--- config.mk ---
export PLATFORM = sky130hd
export DESIGN_NAME = epm_monitor
export DESIGN_NICKNAME = d
export VERILOG_FILES = /design/src/core/epm_monitor.v
export VERILOG_INCLUDE_DIRS = /design/src /design/src/core
export SDC_FILE = /design/constraint.sdc
export NUM_CORES = 2
export LEC_CHECK = 0
export ABC_AREA = 0
export BUFFER_PORTS_ARGS = -buffer_cell sky130_fd_sc_hd__clkbuf_2
export CAP_MARGIN = 20
export CORE_MARGIN = 2
export CORE_UTILIZATION = 39
export CTS_BUF_LIST = sky130_fd_sc_hd__clkbuf_8 sky130_fd_sc_hd__clkbuf_16
export DETAILED_ROUTE_END_ITERATION = 7
export PLACE_DENSITY = 0.65
export SLEW_MARGIN = 20
export SYNTH_ARGS = -nofsm -noshare
export SYNTH_HDL_FRONTEND = slang
export SYNTH_SLANG_ARGS = --single-unit
--- constraint.sdc ---
create_clock -name clk_sys_in -period 19.5 [get_ports clk_sys_in]
set_input_delay 3.9 -clock clk_sys_in [delete_from_list [all_inputs] [get_ports clk_sys_in]]
set_output_delay 3.9 -clock clk_sys_in [all_outputs]
set_load 0.01 [all_outputs]
--- src/core/epm_defs.vh ---
// Purpose: constants for the engine protection monitor
// Assumes: 100 MHz clk_sys_in, 32-bit classic Wishbone slave, byte address = index * 4
// Notes: thresholds other than the overcurrent limits, and delays, are clamped to their legal ranges where they are used
// Overview of operation
// - with overcurrent warning and shutdown both active, show only the shutdown code
// - overcurrent lasting its 2..60 s delay stops the engine, code 1472
// - 50 Hz overspeed limit 0..1250/1875/3750 rpm for 20/30/60 rpm/Hz, 25 rpm steps
// - 60 Hz overspeed limit 0..1500/2250/4500 rpm for 20/30/60 rpm/Hz, 25 rpm steps
// - speed above overspeed limit shuts down, code 1992; off without electronic governor
// - speed/frequency mismatch limit 0.1..20.0 Hz; beyond it is a conflict
// - conflict lasting its 0.2..10.0 s delay shuts down, code 1469
// - oil pre-warning limit 11..100 psi; pressure at or below it is a warning
// - oil warning lasting 2..15 s announces code 143, engine keeps running
// - oil shutdown limit 9..100 psi; pressure at or below it is a shutdown condition
// - oil shutdown lasting 2..10 s stops the engine, code 415
// - coolant hot warning and shutdown limits each 150..290 degF
// - coolant hot warning lasting 2..10 s announces code 146, engine runs
// - coolant hot shutdown lasting 2..10 s stops the engine, code 151
// - coolant below cold limit for one whole minute announces code 1435
// - coolant cold limit 0..100 degF
// - charger fault when voltage reaches the high or the low limit
// - charger high limit 13.0..20.0 V at 12 V, 25.0..40.0 V at 24 V
// - charger low limit 2.0..13.0 V at 12 V, 2.0..25.0 V at 24 V
// - charger fault lasting 2..300 s announces code 2678
// - battery setting picks 12 V or 24 V charger limit ranges
`ifndef EPM_DEFS_VH
`define EPM_DEFS_VH
`define EPM_R_CTRL 4'h0
`define EPM_R_OC   4'h1
`define EPM_R_SPD  4'h2
`define EPM_R_SF   4'h3
`define EPM_R_OIL  4'h4
`define EPM_R_CT   4'h5
`define EPM_R_UT   4'h6
`define EPM_R_CHG  4'h7
`define EPM_R_DLYA 4'h8
`define EPM_R_DLYB 4'h9
`define EPM_R_DLYC 4'hA
`define EPM_R_DLYD 4'hB
`define EPM_R_STAT 4'hC
`define EPM_R_CODE 4'hD
`define EPM_NCFG   12
`define EPM_B_FRST 0
`define EPM_B_F60  1
`define EPM_B_B24  2
`define EPM_B_GOV  3
`define EPM_RST_CTRL 32'h0000_0008
`define EPM_RST_OC   32'hFFFF_FFFF
`define EPM_RST_SPD  32'h0000_00FF
`define EPM_RST_SF   32'h0000_00C8
`define EPM_RST_OIL  32'h0000_090B
`define EPM_RST_CT   32'h0122_0122
`define EPM_RST_UT   32'h0000_0000
`define EPM_RST_CHG  32'h0014_0190
`define EPM_RST_DLYA 32'h0064_0258
`define EPM_RST_DLYB 32'h0064_0096
`define EPM_RST_DLYC 32'h0064_0064
`define EPM_RST_DLYD 32'h0000_0BB8
`define EPM_TICK_MS  100
`define EPM_CLK_KHZ  100000
`define EPM_UT_S     60
`define EPM_UT_TICKS (`EPM_UT_S * 1000 / `EPM_TICK_MS)
`define EPM_FC_OCS  16'h05C0
`define EPM_FC_OS   16'h07C8
`define EPM_FC_SF   16'h05BD
`define EPM_FC_OILW 16'h008F
`define EPM_FC_OILS 16'h019F
`define EPM_FC_CTW  16'h0092
`define EPM_FC_CTS  16'h0097
`define EPM_FC_UT   16'h059B
`define EPM_FC_CHG  16'h0A76
`define EPM_OS50_20 16'h0032
`define EPM_OS50_30 16'h004B
`define EPM_OS50_60 16'h0096
`define EPM_OS60_20 16'h003C
`define EPM_OS60_30 16'h005A
`define EPM_OS60_60 16'h00B4
`define EPM_SF_MIN  16'h0001
`define EPM_SF_MAX  16'h00C8
`define EPM_OILW_MIN 16'h000B
`define EPM_OILS_MIN 16'h0009
`define EPM_OIL_MAX  16'h0064
`define EPM_CT_MIN  16'h0096
`define EPM_CT_MAX  16'h0122
`define EPM_UT_MAX  16'h0064
`define EPM_CH12_HLO 16'h0082
`define EPM_CH12_HHI 16'h00C8
`define EPM_CH24_HLO 16'h00FA
`define EPM_CH24_HHI 16'h0190
`define EPM_CHL_MIN  16'h0014
`define EPM_D_2S    16'h0014
`define EPM_D_OC    16'h0258
`define EPM_D_SFMIN 16'h0002
`define EPM_D_SFMAX 16'h0064
`define EPM_D_OILW  16'h0096
`define EPM_D_10S   16'h0064
`define EPM_D_CHG   16'h0BB8
`define EPM_SD_MASK 10'b00_0101_0111
`endif

--- src/core/epm_monitor.v ---
// Purpose: engine protection monitor with persistence timers and shutdown latch
// Assumes: sensor inputs come from logic on clk_sys_in; Wishbone classic slave
// Notes: channel order oc-shutdown, overspeed, conflict, oil warn, oil shutdown,
// Notes: coolant warn, coolant shutdown, coolant cold, charger, oc warn
`timescale 1ns/1ps
`include "epm_defs.vh"
module epm_monitor #(
  parameter        TICK_CYCLES = `EPM_TICK_MS * `EPM_CLK_KHZ,
  parameter [15:0] FC_OC_WARN  = 16'h0001
) (
  input  wire        clk_sys_in,
  input  wire        rst_in,
  input  wire        wb_cyc_in,
  input  wire        wb_stb_in,
  input  wire        wb_we_in,
  input  wire [5:0]  wb_adr_in,
  input  wire [3:0]  wb_sel_in,
  input  wire [31:0] wb_dat_in,
  output wire [31:0] wb_dat_out,
  output wire        wb_ack_out,
  input  wire [15:0] cur_amps_in,
  input  wire [12:0] speed_rpm_in,
  input  wire [9:0]  freq_dhz_in,
  input  wire [7:0]  oil_psi_in,
  input  wire [8:0]  cool_degf_in,
  input  wire [8:0]  chg_dv_in,
  output wire        engine_stop_out,
  output wire        shutdown_out,
  output wire        warning_out,
  output wire [15:0] fault_code_out
);
  localparam TW = $clog2(TICK_CYCLES + 1);
  localparam NCH = 10;

  reg  [31:0]     cfg_q [0:`EPM_NCFG-1];
  reg  [31:0]     dat_q;
  reg             ack_q;
  reg  [TW-1:0]   tdiv_q;
  reg             tick_q;
  reg  [NCH-1:0]  sd_q;
  reg             stop_q;
  reg             shut_q;
  reg             warn_q;
  reg  [15:0]     code_q;
  reg  [15:0]     code_d;
  reg  [31:0]     rdata;
  reg  [15:0]     os_max;
  reg  [15:0]     ratio;
  wire [NCH-1:0]  cond;
  wire [NCH-1:0]  elapsed;
  wire [NCH*12-1:0] dly_all;
  wire [NCH-1:0]  sd_d;
  wire [NCH-1:0]  warn_now;
  integer         i;

  function [15:0] clamp;
    input [15:0] v;
    input [15:0] lo;
    input [15:0] hi;
    begin
      clamp = (v < lo) ? lo : ((v > hi) ? hi : v);
    end
  endfunction

  function [31:0] rstval;
    input [3:0] idx;
    begin
      case (idx)
        `EPM_R_CTRL: rstval = `EPM_RST_CTRL;
        `EPM_R_OC:   rstval = `EPM_RST_OC;
        `EPM_R_SPD:  rstval = `EPM_RST_SPD;
        `EPM_R_SF:   rstval = `EPM_RST_SF;
        `EPM_R_OIL:  rstval = `EPM_RST_OIL;
        `EPM_R_CT:   rstval = `EPM_RST_CT;
        `EPM_R_UT:   rstval = `EPM_RST_UT;
        `EPM_R_CHG:  rstval = `EPM_RST_CHG;
        `EPM_R_DLYA: rstval = `EPM_RST_DLYA;
        `EPM_R_DLYB: rstval = `EPM_RST_DLYB;
        `EPM_R_DLYC: rstval = `EPM_RST_DLYC;
        default:     rstval = `EPM_RST_DLYD;
      endcase
    end
  endfunction

  function [31:0] wmerge;
    input [31:0] old;
    input [31:0] nw;
    input [3:0]  sel;
    integer b;
    begin
      wmerge = old;
      for (b = 0; b < 4; b = b + 1) begin
        if (sel[b])
          wmerge[b*8 +: 8] = nw[b*8 +: 8];
      end
    end
  endfunction

  // bus access decode
  wire       acc      = wb_cyc_in & wb_stb_in & ~ack_q;
  wire [3:0] idx      = wb_adr_in[5:2];
  wire       wr_cfg   = acc & wb_we_in & (idx < `EPM_R_STAT);
  wire       fault_rst = acc & wb_we_in & (idx == `EPM_R_CTRL) & wb_sel_in[0] & wb_dat_in[`EPM_B_FRST];

  wire [31:0] ctrl    = cfg_q[`EPM_R_CTRL];
  wire        f60     = ctrl[`EPM_B_F60];
  wire        b24     = ctrl[`EPM_B_B24];
  wire        gov     = ctrl[`EPM_B_GOV];
  wire [1:0]  rsel    = ctrl[5:4];

  // overspeed step limit and rpm/Hz ratio
  always @* begin
    case ({f60, rsel})
      3'b000:  os_max = `EPM_OS50_20;
      3'b001:  os_max = `EPM_OS50_30;
      3'b010:  os_max = `EPM_OS50_60;
      3'b100:  os_max = `EPM_OS60_20;
      3'b101:  os_max = `EPM_OS60_30;
      3'b110:  os_max = `EPM_OS60_60;
      3'b111:  os_max = `EPM_OS60_20;
      default: os_max = `EPM_OS50_20;
    endcase
    case (rsel)
      2'd1:    ratio = 16'd30;
      2'd2:    ratio = 16'd60;
      default: ratio = 16'd20;
    endcase
  end

  // effective thresholds, clamped to legal ranges
  wire [15:0] os_st   = clamp({8'd0, cfg_q[`EPM_R_SPD][7:0]}, 16'd0, os_max);
  wire [12:0] os_rpm  = {5'd0, os_st[7:0]} * 13'd25;
  wire [15:0] sf_thr  = clamp({8'd0, cfg_q[`EPM_R_SF][7:0]}, `EPM_SF_MIN, `EPM_SF_MAX);
  wire [15:0] oilw    = clamp({8'd0, cfg_q[`EPM_R_OIL][7:0]}, `EPM_OILW_MIN, `EPM_OIL_MAX);
  wire [15:0] oils    = clamp({8'd0, cfg_q[`EPM_R_OIL][15:8]}, `EPM_OILS_MIN, `EPM_OIL_MAX);
  wire [15:0] ctw     = clamp({7'd0, cfg_q[`EPM_R_CT][8:0]}, `EPM_CT_MIN, `EPM_CT_MAX);
  wire [15:0] cts     = clamp({7'd0, cfg_q[`EPM_R_CT][24:16]}, `EPM_CT_MIN, `EPM_CT_MAX);
  wire [15:0] utt     = clamp({9'd0, cfg_q[`EPM_R_UT][6:0]}, 16'd0, `EPM_UT_MAX);
  wire [15:0] chh     = b24 ? clamp({7'd0, cfg_q[`EPM_R_CHG][8:0]}, `EPM_CH24_HLO, `EPM_CH24_HHI)
                            : clamp({7'd0, cfg_q[`EPM_R_CHG][8:0]}, `EPM_CH12_HLO, `EPM_CH12_HHI);
  wire [15:0] chl     = clamp({7'd0, cfg_q[`EPM_R_CHG][24:16]}, `EPM_CHL_MIN,
                              b24 ? `EPM_CH24_HLO : `EPM_CH12_HLO);

  // persistence delays in ticks
  wire [15:0] d_oc    = clamp({6'd0, cfg_q[`EPM_R_DLYA][9:0]}, `EPM_D_2S, `EPM_D_OC);
  wire [15:0] d_sf    = clamp({9'd0, cfg_q[`EPM_R_DLYA][22:16]}, `EPM_D_SFMIN, `EPM_D_SFMAX);
  wire [15:0] d_oilw  = clamp({8'd0, cfg_q[`EPM_R_DLYB][7:0]}, `EPM_D_2S, `EPM_D_OILW);
  wire [15:0] d_oils  = clamp({8'd0, cfg_q[`EPM_R_DLYB][23:16]}, `EPM_D_2S, `EPM_D_10S);
  wire [15:0] d_ctw   = clamp({8'd0, cfg_q[`EPM_R_DLYC][7:0]}, `EPM_D_2S, `EPM_D_10S);
  wire [15:0] d_cts   = clamp({8'd0, cfg_q[`EPM_R_DLYC][23:16]}, `EPM_D_2S, `EPM_D_10S);
  wire [15:0] d_chg   = clamp({4'd0, cfg_q[`EPM_R_DLYD][11:0]}, `EPM_D_2S, `EPM_D_CHG);
  wire [31:0] d_ut    = `EPM_UT_TICKS;

  assign dly_all = {12'd0, d_chg[11:0], d_ut[11:0], d_cts[11:0], d_ctw[11:0],
                    d_oils[11:0], d_oilw[11:0], d_sf[11:0], 12'd0, d_oc[11:0]};

  // speed/frequency comparison in tenths of a hertz times ratio
  wire [17:0] eng10   = {5'd0, speed_rpm_in} * 18'd10;
  wire [17:0] gen10   = {8'd0, freq_dhz_in} * ratio[7:0];
  wire [17:0] sf_diff = (eng10 > gen10) ? (eng10 - gen10) : (gen10 - eng10);
  wire [17:0] sf_lim  = {10'd0, sf_thr[7:0]} * ratio[7:0];

  // fault conditions
  assign cond[0] = cur_amps_in > cfg_q[`EPM_R_OC][15:0];
  assign cond[1] = gov & (speed_rpm_in > os_rpm);
  assign cond[2] = sf_diff > sf_lim;
  assign cond[3] = {8'd0, oil_psi_in} <= oilw;
  assign cond[4] = {8'd0, oil_psi_in} <= oils;
  assign cond[5] = {7'd0, cool_degf_in} >= ctw;
  assign cond[6] = {7'd0, cool_degf_in} >= cts;
  assign cond[7] = {7'd0, cool_degf_in} < utt;
  assign cond[8] = ({7'd0, chg_dv_in} >= chh) | ({7'd0, chg_dv_in} <= chl);
  assign cond[9] = cur_amps_in > cfg_q[`EPM_R_OC][31:16];

  // timebase tick
  always @(posedge clk_sys_in or posedge rst_in) begin
    if (rst_in) begin
      tdiv_q <= {TW{1'b0}};
      tick_q <= 1'b0;
    end else if (tdiv_q == TICK_CYCLES - 1) begin
      tdiv_q <= {TW{1'b0}};
      tick_q <= 1'b1;
    end else begin
      tdiv_q <= tdiv_q + 1'b1;
      tick_q <= 1'b0;
    end
  end

  // persistence timers, one per channel
  genvar g;
  generate
    for (g = 0; g < NCH; g = g + 1) begin : gen_tmr
      reg  [11:0] cnt_q;
      wire        done = cond[g] & (cnt_q >= dly_all[g*12 +: 12]);
      always @(posedge clk_sys_in or posedge rst_in) begin
        if (rst_in)
          cnt_q <= 12'd0;
        else if (!cond[g])
          cnt_q <= 12'd0;
        else if (tick_q && !done)
          cnt_q <= cnt_q + 12'd1;
      end
      assign elapsed[g] = done;
    end
  endgenerate

  // shutdown latch, set wins over fault reset
  assign sd_d     = (sd_q & ~{NCH{fault_rst}}) | (elapsed & `EPM_SD_MASK);
  assign warn_now = elapsed & ~`EPM_SD_MASK;

  // displayed code, shutdowns before warnings
  always @* begin
    code_d = 16'h0000;
    if (sd_d[0])
      code_d = `EPM_FC_OCS;
    else if (sd_d[1])
      code_d = `EPM_FC_OS;
    else if (sd_d[2])
      code_d = `EPM_FC_SF;
    else if (sd_d[4])
      code_d = `EPM_FC_OILS;
    else if (sd_d[6])
      code_d = `EPM_FC_CTS;
    else if (warn_now[3])
      code_d = `EPM_FC_OILW;
    else if (warn_now[5])
      code_d = `EPM_FC_CTW;
    else if (warn_now[7])
      code_d = `EPM_FC_UT;
    else if (warn_now[8])
      code_d = `EPM_FC_CHG;
    else if (warn_now[9])
      code_d = FC_OC_WARN;
  end

  always @(posedge clk_sys_in or posedge rst_in) begin
    if (rst_in) begin
      sd_q   <= {NCH{1'b0}};
      stop_q <= 1'b0;
      shut_q <= 1'b0;
      warn_q <= 1'b0;
      code_q <= 16'h0000;
    end else begin
      sd_q   <= sd_d;
      stop_q <= |sd_d;
      shut_q <= |sd_d;
      warn_q <= |warn_now;
      code_q <= code_d;
    end
  end

  // register read mux
  always @* begin
    case (idx)
      `EPM_R_STAT: rdata = {stop_q, 5'd0, sd_q, 6'd0, elapsed};
      `EPM_R_CODE: rdata = {16'd0, code_q};
      default:     rdata = (idx < `EPM_R_STAT) ? cfg_q[idx] : 32'h0000_0000;
    endcase
  end

  // wishbone slave, one wait-free answer per request
  always @(posedge clk_sys_in or posedge rst_in) begin
    if (rst_in) begin
      ack_q <= 1'b0;
      dat_q <= 32'h0000_0000;
      for (i = 0; i < `EPM_NCFG; i = i + 1)
        cfg_q[i] <= rstval(i[3:0]);
    end else begin
      ack_q <= acc;
      if (acc && !wb_we_in)
        dat_q <= rdata;
      if (wr_cfg)
        cfg_q[idx] <= wmerge(cfg_q[idx], wb_dat_in, wb_sel_in) & ~((idx == `EPM_R_CTRL) ? 32'h0000_0001 : 32'h0);
    end
  end

  assign wb_dat_out      = dat_q;
  assign wb_ack_out      = ack_q;
  assign engine_stop_out = stop_q;
  assign shutdown_out    = shut_q;
  assign warning_out     = warn_q;
  assign fault_code_out  = code_q;
endmodule // epm_monitor

Yosys cells after proc, flatten, opt, wreduce, memory -nomap -nowiden. Cells that the tools add are included.

Output and inout port bits: 52. Flip-flop bits (word level): 590. Input port bits: 112. Logic and storage cells: 264.

Equality and inequality tests: 21. Muxes and demuxes: 86. $mul: 4. Order comparisons: 57. Reductions and logical operators: 27. $add $sub $neg: 13. Bitwise logic cells: 26.

Operators by type and width (count): bitwise mux 384 bit (1); two-way mux 12 bit (31); two-way mux 8 bit (23); binary-select mux 32 bit (select 4 bit) (1); demux 32 bit (select 4 bit) (1); two-way mux 32 bit (4); adder 12 x 1 -> 12 bit (second input constant) (10); two-way mux 9 bit (11); case mux 32 bit (2 select lines) (1); >= comparator 12 x 8 -> 1 bit (4); greater-than comparator 8 x 7 -> 1 bit (second input constant) (5); case mux 8 bit (5 select lines) (1); less-than comparator 9 x 8 -> 1 bit (second input constant) (4); bitwise AND 32 bit (1); greater-than comparator 16 bit (2); less-than comparator 8 x 5 -> 1 bit (second input constant) (4); inverter 1 -> 32 bit (1); two-way mux 7 bit (4); >= comparator 9 bit (3); greater-than comparator 9 bit (second input constant) (3); adder 24 x 1 -> 24 bit (second input constant) (1); equality test 24 bit (second input constant) (1); >= comparator 12 x 1 -> 1 bit (second input constant) (2); two-way mux 24 bit (1); other kinds (56) (114).

Depth between registers and ports, before layout.
Word-level depth: 16. Depth in mapped cells: 41.

Least setup slack after synthesis. Ideal clock, no wire load.

Path kind: input to register. Start: in freq_dhz_in[0]. End: reg code_q[0], in the netlist fault_code_out[0]. Cell stages on the path: 36. Library setup time: 0.099 ns. Setup slack: 7.907 ns. Data arrival time: 11.494 ns. Path buffers: 3. Cells stage by stage: and2_1 > fa_1 > inv_1 > fa_1 > fa_1 > inv_1 > fa_1 > a21o_1 > a21oi_1 > o21bai_1 > a21oi_1 > o21ai_0 > a21o_1 > a21oi_1 > xor2_1 > ha_1 > buf_2 > o21a_1 > o21a_1 > o211ai_1 > o211ai_2 > nand2_1 > buf_2 > mux2_1 > a211o_1 > o311ai_1 > ha_1 > o211ai_1 > o21ai_0 > a21oi_1 > a211o_1 > a31oi_1 > nor4b_2 > o31a_2 > buf_2 > a311oi_1.

Cells in the longest elaborated chain, start to end: 9.

Ends and longest elaborated chain: start, declared (RTL line epm_monitor.v:23) `input wire [9:0] freq_dhz_in,`; multiplier 10 x 8 -> 18 bit (*) (RTL line epm_monitor.v:159) `wire [17:0] gen10 = {8'd0, freq_dhz_in} * ratio[7:0];`; subtractor 18 x 17 -> 18 bit, or another cell as far along (RTL line epm_monitor.v:160) `wire [17:0] sf_diff = (eng10 > gen10) ? (eng10 - gen10) : (gen10 - eng10);`; two-way mux 18 bit (*) (RTL line epm_monitor.v:160); greater-than comparator 18 x 16 -> 1 bit (*) (RTL line epm_monitor.v:166) `assign cond[2] = sf_diff > sf_lim;`; bitwise AND 1 bit (*) (RTL line epm_monitor.v:194) `wire done = cond[g] & (cnt_q >= dly_all[g*12 +: 12]);`; bitwise OR 10 x 7 -> 10 bit (*) (RTL line epm_monitor.v:208) `` assign sd_d = (sd_q & ~{NCH{fault_rst}}) | (elapsed & `EPM_SD_MASK); ``; two-way mux 12 bit (*) (RTL line epm_monitor.v:218) `else if (sd_d[2])`; two-way mux 12 bit (*) (RTL line epm_monitor.v:216) `else if (sd_d[1])`; two-way mux 12 bit (*) (RTL line epm_monitor.v:214) `if (sd_d[0])`; via code_d[0] (RTL line epm_monitor.v:45) `reg [15:0] code_d;`; end signal, assigned (RTL line epm_monitor.v:248) `code_q <= code_d;`; end, declared (RTL line epm_monitor.v:44) `reg [15:0] code_q;`.

Mark *: on every way through the listed nets, which the timed path passes. The rest lies on a longest branch. A chain may end at the register's enable or synchronous reset.

Worst setup path in the final report.
Start: in freq_dhz_in[0]. End: reg code_q[4], in the netlist fault_code_out[4].

Cells in the longest elaborated chain, start to end: 9.

Ends and longest elaborated chain: multiplier 10 x 8 -> 18 bit (*) (RTL line epm_monitor.v:159); subtractor 18 x 17 -> 18 bit, or another cell as far along (RTL line epm_monitor.v:160); two-way mux 18 bit (*) (RTL line epm_monitor.v:160); greater-than comparator 18 x 16 -> 1 bit (*) (RTL line epm_monitor.v:166); bitwise AND 1 bit (*) (RTL line epm_monitor.v:194); bitwise OR 10 x 7 -> 10 bit (*) (RTL line epm_monitor.v:208); via sd_d[2] (RTL line epm_monitor.v:52) `wire [NCH-1:0] sd_d;`; two-way mux 12 bit (*) (RTL line epm_monitor.v:218); two-way mux 12 bit (*) (RTL line epm_monitor.v:216); two-way mux 12 bit (*) (RTL line epm_monitor.v:214); via code_d[4] (RTL line epm_monitor.v:45).

Marked as above.

==> flow_summary.json <==
{
  "internal-power_uw": 2720,
  "cts_sinks": 562,
  "syn_inst": 3528,
  "postRouteAntennaNets": 0,
  "synth_top_cell_area_share_pct": 31.9,
  "dp_hpwl_um": 72400,
  "pwr-share-clk_pct": 26.9,
  "tightestPinTransition_ns": 1.04,
  "dr.pass1.iters": 5,
  "synth_area_leaders": "dfrtp_1, mux2_2, ha_1",
  "die_h_um": 313,
  "cp-start-kind": "input pin",
  "drt-initial-drc-count": 2161,
  "io_buffers": 157,
  "grt_pass1_vias": 26700,
  "coreArea_um2": 94700,
  "slew-limit-headroom_pct": 29.9,
  "ios": 164,
  "area_delta_synth_final_pct": 11.0,
  "synth_area_per_cell_um2": 10.5,
  "critPathArrivalTime_ns": 13.53,
  "ir_worst_vdd_mv": 0.0764,
  "tritoncts": "done",
  "placed_cell_area_um2": 39200,
  "synth_edf_count": 0,
  "leakagePower_uw": 0.0199,
  "vias": 27300,
  "cts_hold_buffers": 0,
  "finalCriticalPeriod_ns": 13.04,
  "rsz0062_at_grt": "false",
  "min_path_type": "register to register",
  "cp_max_fo": 22,
  "power_density_nw_per_um2": 105,
  "status": "finished clean",
  "r2r_end": "fault_code_out[4]$_DFF_PP0_",
  "fin_skew_ns": 0.0197,
  "synth.distinct_cells": 90,
  "grt_pass1_wl_um": 156000,
  "drcViolationCount": 0,
  "yosysWarnings": 0,
  "power_frac_seq_pct": 32.1,
  "rr_worst_depth": 36,
  "cts_resized": 0,
  "maxCapViolCount": 0,
  "clockBufferDepth": 3,
  "cts_buffers": 57,
  "clock_latency_ns": 0.62,
  "min_to": "wb_dat_out[19]$_DFFE_PP0P_",
  "wirelength_um": 99500,
  "die_x_um": 313,
  "async_flop_share_pct": 100,
  "slowest_stage": "nor4_2",
  "min_delay_path_depth": 2,
  "maxSlewViolCount": 0,
  "htreeDepth": 2,
  "track_usage_pct": 20.1,
  "antenna_found_initial": 10,
  "synth-main-ff-cell": "dfrtp_1",
  "layout-drive-gt1-share_pct": 24.7,
  "cts_root_buf": "clkbuf_16",
  "finalHoldViolations": 0,
  "r2r_slack_ns": 8.63,
  "regToRegStartpoint": "ctrl[4]$_DFFE_PP0P_",
  "vias_per_cell": 5.54,
  "required_ns": 19.99,
  "total_power_uw": 4340,
  "wl_per_cell_um": 20.2,
  "netlist_area_um2": 37200,
  "clkTransAtPathRegs_ns": 0.06,
  "criticalPathCategory": "input pin to register",
  "setup_viol": 0,
  "post_cts_buffers": 0,
  "fin_crit_sh_pct": 66.9,
  "overflow": 0,
  "fmax_mhz": 76.7,
  "finalInstanceArea_um2": 41300,
  "fp-row-count": 113,
  "die_area_um2": 97900,
  "switching_share_pct": 37.4,
  "layout.nets": 4133,
  "yosysSeqAreaShare_pct": 38.1,
  "hold_start": "wb_dat_out[19]$_DFFE_PP0P_",
  "p_switching_uw": 1620,
  "ys_ff_latch": 562,
  "gp_congestion": 0.905,
  "start_util_pct": 39.3,
  "critPathCaptureType": "register",
  "cp_slowest_stage_delay_ns": 0.87,
  "yosysTopAreaCell": "dfrtp_1",
  "grt_max_degree": 168,
  "pwr-share-comb_pct": 41.0,
  "tns_ns": 0
}
[Yosys cell counts, types with 22 or more instances]
master / count
and2_1: 53
nor2_1: 253
a21oi_1: 149
dfstp_2: 87
nand2b_1: 22
nand2_1: 267
xor2_1: 54
xnor2_1: 71
a211oi_1: 23
ha_1: 348
o22ai_1: 43
nand4_1: 39
clkbuf_1: 71
mux4_2: 79
dfrtp_1: 475
mux2i_1: 68
or3_1: 26
mux2_2: 393
a21o_1: 41
inv_1: 255
buf_2: 75
nor3_1: 38
nor2b_1: 37
nand3_1: 67
fa_1: 49
o21ai_0: 141
and3_1: 33
[kinds of logic after synthesis]
group	share of synthesized area, %
AOI/OAI and AO/OA	9.78
xor gates and xnor gates	2.94
buffers and inverters	4.70
and+or+nand+nor	11.5
other	0.0202
adders and majority gates	14.4
DFF	38.1
muxes	18.5
[critical path: cells and delay by family]
kind / cells / cell delay (ns)
adder cells (fa/ha/maj): 6 / 2.84
AND/OR/NAND/NOR: 4 / 1.92
buffers and inverters: 4 / 0.33
multiplexers: 1 / 0.53
XOR/XNOR: 1 / 0.14
AO/OA/AOI/OAI: 19 / 3.85
[how the worst max path moves through the flow]
stage | to | startpoint
final | fault_code_out[4]$_DFF_PP0_ | freq_dhz_in[0]
after global routing | fault_code_out[4]$_DFF_PP0_ | freq_dhz_in[0]
after CTS | fault_code_out[4]$_DFF_PP0_ | freq_dhz_in[0]
after detailed placement | fault_code_out[4]$_DFF_PP0_ | freq_dhz_in[0]
after global placement | fault_code_out[4]$_DFF_PP0_ | freq_dhz_in[0]
after floorplan | cfg_q[0]$_DFFE_PP0P_ | rst_in
[final cells by class]
type	instances	area [µm²]
clock buffers	73	1650
flip-flops and latches	562	14200
clock inverters	34	357
fillers	8942	53400
inverters	257	972
repair buffers	195	1140
multi-input cells	2551	21400
diodes	1	2.50
well taps	1265	1580
[power groups by stage]
| stage | registers [µW] | logic, µW | clock network (µW) |
|---|---|---|---|
| 2_1_floorplan | 1380 | 1340 | 0 |
| 3_3_place_gp | 1400 | 1730 | 0 |
| 3_5_place_dp | 1410 | 1760 | 0 |
| 4_1_cts | 1390 | 1770 | 1190 |
| 5_1_grt | 1400 | 2000 | 1230 |
| 6_report | 1390 | 1780 | 1170 |
[through the flow]
step	hold slack, ns	utilization (%)	setup WS (ns)	cells
after detailed placement	0.463	41.4	5.92	4826
after CTS	0.483	43.5	6.49	4933
after floorplan	0.438	-	0.0265	3536
after global routing	0.499	43.6	5.84	4938
final	0.478	43.6	6.46	4938
after global placement	0.459	41.4	5.96	4826
[cell usage in the layout, fill, tap and decap left out, types with 16 or more instances in the layout]
master,synthesis,final
nor2_1,253,247
nand2_1,267,267
clkbuf_8,0,16
nor3_1,38,35
and2_1,53,53
and3_1,33,33
buf_4,10,34
nand4_1,39,39
ha_1,348,348
nand2b_1,22,21
dfstp_2,87,87
fa_1,49,49
o21a_1,19,19
a21o_1,41,41
mux2_2,393,393
xnor2_1,71,71
a31oi_1,21,21
nor2b_1,37,37
o22ai_1,43,43
a21oi_1,149,149
o21ai_0,141,140
nand3_1,67,67
a22oi_1,18,18
o21bai_1,16,16
clkbuf_2,0,155
clkbuf_16,0,57
xor2_1,54,54
mux4_2,79,79
a211oi_1,23,23
mux2i_1,68,68
inv_1,255,262
dfrtp_1,475,475
or3_1,26,25
[routing by layer]
| layer | share of wire [%] | vias up | GRT usage (%) |
|---|---|---|---|
| met5 | 0.097 | - | 0 |
| met2 | 44 | 779 | 30.6 |
| li1 | - | 12700 | - |
| met4 | 2.3 | 16 | 4.72 |
| met3 | 7.9 | 153 | 4.44 |
| met1 | 46 | 13700 | 29.1 |
[state kept, by name, summed over array words and instances (netlist names)]
| signal | flops |
|---|---|
| wb_dat_out | 32 |
| warning_out | 1 |
| tick_q | 1 |
| gen_tmr.cnt_q | 96 |
| tdiv_q | 24 |
| cfg_q | 352 |
| wb_ack_out | 1 |
| ctrl | 32 |
| fault_code_out | 12 |
| sd_q | 10 |
| shutdown_out | 1 |
(Power assumes the default switching activity.)
